[src/hdl/dpm_pkg.sv]
package dpm_pkg;
  // register byte offsets
  localparam logic [7:0] DPM_CTRL_OFS = 8'h00;
  localparam logic [7:0] DPM_STAT_OFS = 8'h04;
  // control field positions
  localparam int DPM_CTRL_EN1_BIT = 6;
  localparam int DPM_CTRL_EN2_BIT = 7;
  localparam int DPM_CTRL_DIS_BIT = 0;
  localparam int DPM_CTRL_HIZ_BIT = 1;
  // status field positions
  localparam int DPM_STAT_P1_BIT = 0;
  localparam int DPM_STAT_P2_BIT = 1;
  localparam int DPM_STAT_FET1_BIT = 2;
  localparam int DPM_STAT_FET2_BIT = 3;
  localparam int DPM_STAT_GATE1_BIT = 4;
  localparam int DPM_STAT_GATE2_BIT = 5;
  localparam int DPM_STAT_SWAP_BIT = 6;
  // reset values
  localparam logic DPM_EN_RST = 1'b0;
  localparam logic DPM_DIS_RST = 1'b0;
  localparam logic DPM_HIZ_RST = 1'b0;
  // ahb encodings
  localparam logic [1:0] DPM_HTRANS_NONSEQ = 2'h2;
  localparam logic [2:0] DPM_HSIZE_WORD = 3'h2;
  // configuration found at power-on
  typedef enum {DPM_CFG_NONE, DPM_CFG_ONE, DPM_CFG_TWO} dpm_cfg_t;
  // changeover sequencer
  typedef enum {DPM_IDLE, DPM_BREAK, DPM_MAKE} dpm_seq_t;
endpackage

[src/hdl/dpm_mux_ctrl.sv]
`timescale 1ns/1ps
module dpm_mux_ctrl
  import dpm_pkg::*;
(
  input wire logic hclk,
  input wire logic hresetn,
  input wire logic hsel,
  input wire logic [31:0] haddr,
  input wire logic [1:0] htrans,
  input wire logic hwrite,
  input wire logic [2:0] hsize,
  input wire logic [31:0] hwdata,
  input wire logic hready,
  output logic [31:0] hrdata,
  output logic hreadyout,
  output logic hresp,
  input wire logic gate1_shorted,
  input wire logic gate2_shorted,
  input wire logic input1_sense_present,
  input wire logic input1_sense_ovp,
  input wire logic input2_sense_present,
  input wire logic input2_sense_ovp,
  input wire logic converter_input_node_present,
  input wire logic input1_fault,
  input wire logic input2_fault,
  output logic path1_gate_drive,
  output logic path2_gate_drive,
  output logic converter_pause
);
  import dpm_pkg::*;

  // pin synchronisers
  logic [7:0] sync_a;
  logic [7:0] sync_b;
  always_ff @(posedge hclk or negedge hresetn)
  begin
    if (!hresetn)
    begin
      sync_a <= 8'h00;
      sync_b <= 8'h00;
    end
    else
    begin
      sync_a <= {input2_fault, input1_fault, converter_input_node_present, gate2_shorted,
                 gate1_shorted, input2_sense_ovp, input2_sense_present, input1_sense_ovp};
      sync_b <= sync_a;
    end
  end
  logic in1_pres;
  logic in1_ovp;
  logic in2_pres;
  logic in2_ovp;
  logic g1_short;
  logic g2_short;
  logic node_pres;
  logic flt1;
  logic flt2;
  logic in1_pres_a;
  logic in1_pres_b;
  always_ff @(posedge hclk or negedge hresetn)
  begin
    if (!hresetn)
    begin
      in1_pres_a <= 1'b0;
      in1_pres_b <= 1'b0;
    end
    else
    begin
      in1_pres_a <= input1_sense_present;
      in1_pres_b <= in1_pres_a;
    end
  end
  assign in1_pres = in1_pres_b;
  assign in1_ovp = sync_b[0];
  assign in2_pres = sync_b[1];
  assign in2_ovp = sync_b[2];
  assign g1_short = sync_b[3];
  assign g2_short = sync_b[4];
  assign node_pres = sync_b[5];
  assign flt1 = sync_b[6];
  assign flt2 = sync_b[7];

  // valid input per path
  logic valid1;
  logic valid2;
  assign valid1 = in1_pres && !in1_ovp && !flt1;
  assign valid2 = in2_pres && !in2_ovp && !flt2;

  // power-on detect
  // configuration latched once the straps have passed the synchroniser
  logic [1:0] det_cnt;
  logic det_done;
  logic fet1;
  logic fet2;
  always_ff @(posedge hclk or negedge hresetn)
  begin
    if (!hresetn)
    begin
      det_cnt <= 2'h0;
      det_done <= 1'b0;
      fet1 <= 1'b0;
      fet2 <= 1'b0;
    end
    else if (!det_done)
    begin
      det_cnt <= det_cnt + 2'h1;
      if (det_cnt == 2'h3)
      begin
        det_done <= 1'b1;
        fet1 <= !g1_short;
        fet2 <= !g1_short && !g2_short;
      end
    end
  end
  dpm_cfg_t cfg;
  assign cfg = fet2 ? DPM_CFG_TWO : (fet1 ? DPM_CFG_ONE : DPM_CFG_NONE);

  // bus address phase capture
  logic wr_pend;
  logic rd_sel;
  logic [7:0] addr_q;
  wire addr_ok = hsel && hready && htrans == DPM_HTRANS_NONSEQ;
  always_ff @(posedge hclk or negedge hresetn)
  begin
    if (!hresetn)
    begin
      wr_pend <= 1'b0;
      rd_sel <= 1'b0;
      addr_q <= 8'h00;
    end
    else
    begin
      wr_pend <= addr_ok && hwrite;
      rd_sel <= addr_ok && !hwrite;
      addr_q <= haddr[7:0];
    end
  end
  wire wr_ctrl = wr_pend && addr_q == DPM_CTRL_OFS;
  wire wr_e1 = hwdata[DPM_CTRL_EN1_BIT];
  wire wr_e2 = hwdata[DPM_CTRL_EN2_BIT];

  // control state
  logic en1;
  logic en2;
  logic dis_all;
  logic hiz;
  logic swap_flag;
  logic valid1_q;
  logic valid2_q;
  dpm_seq_t seq;
  logic tgt1;
  logic tgt2;

  // enable write decode
  // both-set ignored
  wire wr_both = wr_e1 && wr_e2;
  // zero write only with both valid
  wire zero_blocked = !wr_e1 && !wr_e2 && !(valid1 && valid2);
  wire wr_en_ok = wr_ctrl && !wr_both && !zero_blocked;

  // first valid path; dual mode acts on arrival so a host 00 stays open
  wire new1 = valid1 && (cfg == DPM_CFG_ONE || !valid1_q);
  wire new2 = valid2 && !valid2_q;
  wire auto1 = cfg != DPM_CFG_NONE && !en1 && !en2 && new1 && !dis_all;
  wire auto2 = cfg == DPM_CFG_TWO && !en1 && !en2 && !valid1 && new2 && !dis_all;
  wire fail_swap12 = cfg == DPM_CFG_TWO && en1 && !valid1 && valid2 && !dis_all;
  wire fail_swap21 = cfg == DPM_CFG_TWO && en2 && !valid2 && valid1 && !dis_all;

  // next values of the enable fields
  logic next_en1;
  logic next_en2;
  always_comb
  begin
    next_en1 = en1;
    next_en2 = en2;
    if (wr_en_ok)
    begin
      next_en1 = wr_e1;
      next_en2 = wr_e2;
    end
    if (fail_swap12)
    begin
      next_en1 = 1'b0;
      next_en2 = 1'b1;
    end
    else if (fail_swap21)
    begin
      next_en1 = 1'b1;
      next_en2 = 1'b0;
    end
    else if (auto1)
    begin
      next_en1 = 1'b1;
    end
    else if (auto2)
    begin
      next_en2 = 1'b1;
    end
    if (dis_all)
    begin
      next_en1 = 1'b0;
      next_en2 = 1'b0;
    end
    if (cfg == DPM_CFG_NONE)
      next_en1 = 1'b0;
    if (cfg != DPM_CFG_TWO)
      next_en2 = 1'b0;
  end

  // control register
  always_ff @(posedge hclk or negedge hresetn)
  begin
    if (!hresetn)
    begin
      en1 <= DPM_EN_RST;
      en2 <= DPM_EN_RST;
      dis_all <= DPM_DIS_RST;
      hiz <= DPM_HIZ_RST;
      swap_flag <= 1'b0;
      valid1_q <= 1'b0;
      valid2_q <= 1'b0;
    end
    else
    begin
      en1 <= next_en1;
      en2 <= next_en2;
      valid1_q <= valid1;
      valid2_q <= valid2;
      if (det_done && cfg == DPM_CFG_NONE)
        dis_all <= 1'b1;
      else if (wr_ctrl)
        dis_all <= hwdata[DPM_CTRL_DIS_BIT];
      if (wr_ctrl)
        hiz <= hwdata[DPM_CTRL_HIZ_BIT];
      if (fail_swap12 || fail_swap21)
        swap_flag <= 1'b1;
      else if (wr_ctrl)
        swap_flag <= 1'b0;
    end
  end

  wire cond1 = fet1 && valid1 && !dis_all && !hiz;
  wire cond2 = fet2 && valid2 && !dis_all && !hiz;

  always_ff @(posedge hclk or negedge hresetn)
  begin
    if (!hresetn)
    begin
      seq <= DPM_IDLE;
      tgt1 <= 1'b0;
      tgt2 <= 1'b0;
    end
    else
    begin
      unique case (seq)
        DPM_IDLE:
          if ({tgt1, tgt2} != {en1, en2})
            seq <= DPM_BREAK;
        DPM_BREAK:
          if (!node_pres)
          begin
            tgt1 <= en1;
            tgt2 <= en2;
            seq <= DPM_MAKE;
          end
        DPM_MAKE:
          seq <= DPM_IDLE;
      endcase
    end
  end

  // gate drive registers
  // immediate drop
  logic next_g1;
  logic next_g2;
  wire node_ok = !node_pres || path1_gate_drive || path2_gate_drive;
  assign next_g1 = seq == DPM_IDLE && tgt1 && en1 && cond1 && node_ok;
  assign next_g2 = seq == DPM_IDLE && tgt2 && en2 && cond2 && node_ok;
  always_ff @(posedge hclk or negedge hresetn)
  begin
    if (!hresetn)
    begin
      path1_gate_drive <= 1'b0;
      path2_gate_drive <= 1'b0;
    end
    else
    begin
      path1_gate_drive <= next_g1;
      path2_gate_drive <= next_g2;
    end
  end
  assign converter_pause = seq != DPM_IDLE;

  wire st1 = cfg == DPM_CFG_TWO ? 1'b1 : path1_gate_drive && cfg == DPM_CFG_ONE;
  wire st2 = cfg == DPM_CFG_TWO;

  // read mux decoded in the address phase, enables as they stand after this edge
  logic [31:0] rd_val;
  assign rd_val = haddr[7:0] == DPM_CTRL_OFS ?
    32'({next_en2, next_en1, 4'h0, hiz, dis_all}) :
    haddr[7:0] == DPM_STAT_OFS ?
    32'({swap_flag, path2_gate_drive, path1_gate_drive, fet2, fet1, st2, st1}) : 32'h0;
  always_ff @(posedge hclk or negedge hresetn)
  begin
    if (!hresetn)
      hrdata <= 32'h0;
    else if (addr_ok && !hwrite)
      hrdata <= rd_val;
    else
      hrdata <= 32'h0;
  end
  assign hreadyout = 1'b1;
  assign hresp = 1'b0;

  // assertions
  a_gate_conds: assert property (@(posedge hclk) disable iff (!hresetn)
    path1_gate_drive |-> $past(cond1 && en1)) else $error("gate1 without cond");
  a_no_both: assert property (@(posedge hclk) disable iff (!hresetn)
    !(path1_gate_drive && path2_gate_drive)) else $error("both gates on");
  a_dis_off: assert property (@(posedge hclk) disable iff (!hresetn)
    dis_all |=> !path1_gate_drive && !path2_gate_drive) else $error("disable ignored");
  a_lock_two: assert property (@(posedge hclk) disable iff (!hresetn)
    det_done && cfg != DPM_CFG_TWO |-> !en2) else $error("en2 not locked");
  a_swap_en: assert property (@(posedge hclk) disable iff (!hresetn)
    fail_swap12 && !wr_en_ok |=> en2 && !en1) else $error("swap not shown");
  a_break_make: assert property (@(posedge hclk) disable iff (!hresetn)
    seq == DPM_BREAK |-> !path1_gate_drive && !path2_gate_drive) else $error("no break");
  a_both_ign: assert property (@(posedge hclk) disable iff (!hresetn)
    wr_ctrl && wr_both && !dis_all && cfg == DPM_CFG_TWO && !fail_swap12 && !fail_swap21
    && !auto1 && !auto2 |=> en1 == $past(en1)) else $error("both write taken");
  a_en_off: assert property (@(posedge hclk) disable iff (!hresetn)
    !en1 |=> !path1_gate_drive) else $error("en1 off ignored");
  c_auto1: cover property (@(posedge hclk) disable iff (!hresetn) auto1);
  c_swap: cover property (@(posedge hclk) disable iff (!hresetn) fail_swap12);
  c_make: cover property (@(posedge hclk) disable iff (!hresetn) seq == DPM_MAKE);
endmodule // dpm_mux_ctrl

[config.mk]
export PLATFORM = sky130hd
export DESIGN_NAME = dpm_mux_ctrl
export DESIGN_NICKNAME = d
export VERILOG_FILES = /design/src/hdl/dpm_pkg.sv /design/src/hdl/dpm_mux_ctrl.sv
export SDC_FILE = /design/constraint.sdc
export NUM_CORES = 1
export LEC_CHECK = 0
export BUFFER_PORTS_ARGS = -buffer_cell sky130_fd_sc_hd__buf_4
export CORE_MARGIN = 2
export CORE_UTILIZATION = 45
export CTS_CLUSTER_SIZE = 20
export DETAILED_ROUTE_END_ITERATION = 10
export PLACE_DENSITY_LB_ADDON = 0.25
export SLEW_MARGIN = 20
export SYNTH_ARGS = -nofsm -noshare
export SYNTH_HDL_FRONTEND = slang
export SYNTH_SLANG_ARGS = --single-unit
[constraint.sdc]
create_clock -name hclk -period 4.05 [get_ports hclk]
set_input_delay 0 -clock hclk [delete_from_list [all_inputs] [get_ports hclk]]
set_output_delay 0 -clock hclk [all_outputs]
set_load 0.02 [all_outputs]
==> run summary <==
Status: finished, final reports clean
Worst setup SP type: flop
Die area: 0.005387 mm2
Clock Skew: 0.01415 ns
Post-DP HPWL: 2.203 mm
Drt first-iter violations: 73
Final Wtd Congestion: 0.7883
Share of the synthesized area in the top cell type: 61.20%
Total GRT Usage: 13.53%
Most frequent cells in the layout: 53 x dfrtp_1, 38 x buf_4, 26 x conb_1
Register share of total power: 54.8%
Critical Path RT: 4.24 ns
Switch share: 26.49%
Post-synthesis sequential area ratio: 61.20%
Fraction of registers with async set/reset: 100.0%
Global route overflow: 0
Vias/cell: 4.692
TritonCTS buffer count: 5
DR WL/cell: 11.28 um
DRC: 0
P_int: 762.2 uW
Initial antenna violation count: 0
Min-Delay Path Class: input port to flop
Slew of the pin with the lowest slew margin: 0.6429 ns
CTS tree: yes
Unique masters post-synth: 40
Cell taking the most area after synthesis: dfrtp_1
Minimum clock period: 1.756 ns
Setup crit end kind: flop
Syn_area_per_cell: 12.31 um2
Worst EP arrival: 1.95 ns
Worst-path maximum fanout: 5
Via count: 1,370
GR Util met2: 20.82%
Max clock buf depth: 2
DIE WIDTH: 73.40 um
CP Cell Sequence: nor4_4 -> nand3_2 -> and2_1 -> o311ai_1 -> a21oi_1
Peak VDD IR: 0.2368 mV
# IOs: 120
Hold Path End: en1$_DFF_PN0_
Hold slack: 0.09762 ns
Hold Path Cell Cnt: 4
Number of synthesized flops with an enable pin: 0
Area grow syn2layout: 25.29%
Clock sinks: 53
P_leak: 1.330 nW
Setup_tns: 0 ns
Clk root buf: clkbuf_8
Vias in the first global route: 1,206
Routed WL: 3.294 mm
Total of warnings raised by yosys: 0
Crit-path max cell delay: 0.40 ns
# rows: 25
Fin nets: 324
Rel. slew slack: 57.14%
R2R cell count: 5
First-pass GRT wire length: 5.375 mm
Top post-synthesis cells by area: dfrtp_1 61%, buf_4 9.0%, ha_1 2.3%
H-tree Lvls: 2
Met3 Usage GRT: 4.801%
Clk Latency, worst-skew pair: 0.31 ns
RSZ-0062 raised after global routing: no
Buffers on Ports: 38
Pwr/cell area: 381.8 mW/mm2
Max-Cap Viols: 0
Critical path class: flop to flop
Post-CTS sizing: 0
Grt peak-use layer: met2
Comb power frac: 14.9%
Layout cell share with drive strength beyond 1: 24.79%
Clk slew on worst S/H paths: 0.10 ns
Period utilization: 43.37%
Yosys reg bits: 53
Fin. max-slew vios: 0
Synth Flop Type: dfrtp_1
Final setup fails: 0
Ant diodes: 0
Starting Density: 46.19%
FMAX: 569.3 MHz
Post-CTS setup buffers: 0
CP top delay family: simple AND/OR/NAND/NOR gates
CP bufs+invs: 0
Synth Cell Area: 0.002167 mm2
Final hold viol count: 0
Hold Path Origin: hwdata[6]
CORE AREA: 0.004692 mm2
R2R Path End: hrdata[6]$_DFF_PN0_
R2R Path Start: addr_q[2]$_DFF_PN0_
Reg2Reg Setup Slack: 2.29 ns
Post-synthesis instance total: 176
CP max stage cell: dfrtp_1
Fillers: 376
Met1 usage: 16.52%
Largest net degree at the start of global routing: 54
NetSw: 274.6 uW
Die height: 73.40 um
Commonest non-fill, non-tap cell in the layout: dfrtp_1
Antenna viol nets, final: 0
Drt first pass iters: 4
Share of total power in the clock network: 30.3%
## worst min-delay path, cell delays in order
cell,delay (ns)
buf_4,0.10
nand2_1,0.04
o21ai_0,0.09
o31a_2,0.14
## metrics by stage
step / utilization, % / total power [mW] / instances / instance area, um2 / worst slack [ns]
after global routing: 57.87 / 1.095 / 292 / 2715 / 2.160
after floorplan: - / 0.6835 / 200 / 2257 / 2.556
after detailed placement: 51.07 / 0.7189 / 262 / 2396 / 2.326
after CTS: 57.87 / 1.051 / 292 / 2715 / 2.309
after global placement: 51.07 / 0.7141 / 262 / 2396 / 2.317
final: 57.87 / 1.037 / 292 / 2715 / 2.294
## cells by family after synthesis
group,count (synthesis),share of synthesized area (%)
other,2,0.3465
muxes,6,3.002
buffers and inverters,38,11.49
AOI/OAI and AO/OA,23,7.505
adders and majority gates,4,2.310
DFF,53,61.20
xor gates and xnor gates,3,1.213
and+or+nand+nor,47,12.93
## cell usage after synthesis (2+ instances only)
library cell  number
a211oi_1           2
o31ai_1            2
o21ai_0            5
and2_1             2
nand2_1           11
ha_1               4
conb_1             2
buf_2              3
and3_1             6
nand2b_1           3
nor4_1             2
xnor2_1            3
or3b_4             2
dfrtp_1           53
nor2_1             5
nor2b_1            2
buf_4             26
nor3_1             3
a31oi_1            2
a21oi_1            5
mux2_2             4
nand3_1            4
inv_1              7
mux2i_1            2
## what timing repair did
action / 4_1_cts / 5_1_grt
hold endpoints to repair: 77 / 0
endpoints found under the setup margin: 0 / 0
hold buffers: 22 / 0
## power groups by stage
stage,clock [mW],sequential (mW),combinational [mW]
after detailed placement,0,0.579,0.140
final,0.314,0.568,0.154
after floorplan,0,0.575,0.108
after CTS,0.326,0.569,0.156
after global placement,0,0.578,0.136
after global routing,0.345,0.571,0.179
## flip-flops by register name, summed over array words and instances, names as in the netlist, 2 cells and up
name / cells
addr_q: 8
det_cnt: 2
hrdata: 8
seq: 2
sync_a: 8
sync_b: 8
## cell type report
type | instances | area (um2) | share of cell area (%)
clock inverter | 2 | 16.27 | 0.5991
multi-input combinational | 109 | 681.9 | 25.12
timing repair buffer | 60 | 505.5 | 18.62
inverter | 8 | 35.03 | 1.290
clock buffer | 6 | 82.58 | 3.041
sequential | 53 | 1326 | 48.85
tap | 54 | 67.56 | 2.488
## metal layers
layer  part of all wire (%)  vias up
li1                       -      666
met1                     43      646
met2                     48       48
met3                    5.9       10
met4                    3.0        0
met5                      0        -
## worst max path at each step
stage                             start                   to  slack (ns)  depth (start not counted)
finish              addr_q[2]$_DFF_PN0_  hrdata[6]$_DFF_PN0_        2.29                          5
global route        addr_q[2]$_DFF_PN0_  hrdata[6]$_DFF_PN0_        2.16                          5
CTS                 addr_q[2]$_DFF_PN0_  hrdata[6]$_DFF_PN0_        2.31                          5
detailed placement  addr_q[2]$_DFF_PN0_  hrdata[6]$_DFF_PN0_        2.33                          5
global placement    addr_q[2]$_DFF_PN0_  hrdata[6]$_DFF_PN0_        2.32                          5
floorplan           addr_q[2]$_DFF_PN0_  hrdata[6]$_DFF_PN0_        2.56                          5
(Power assumes the default switching activity.)
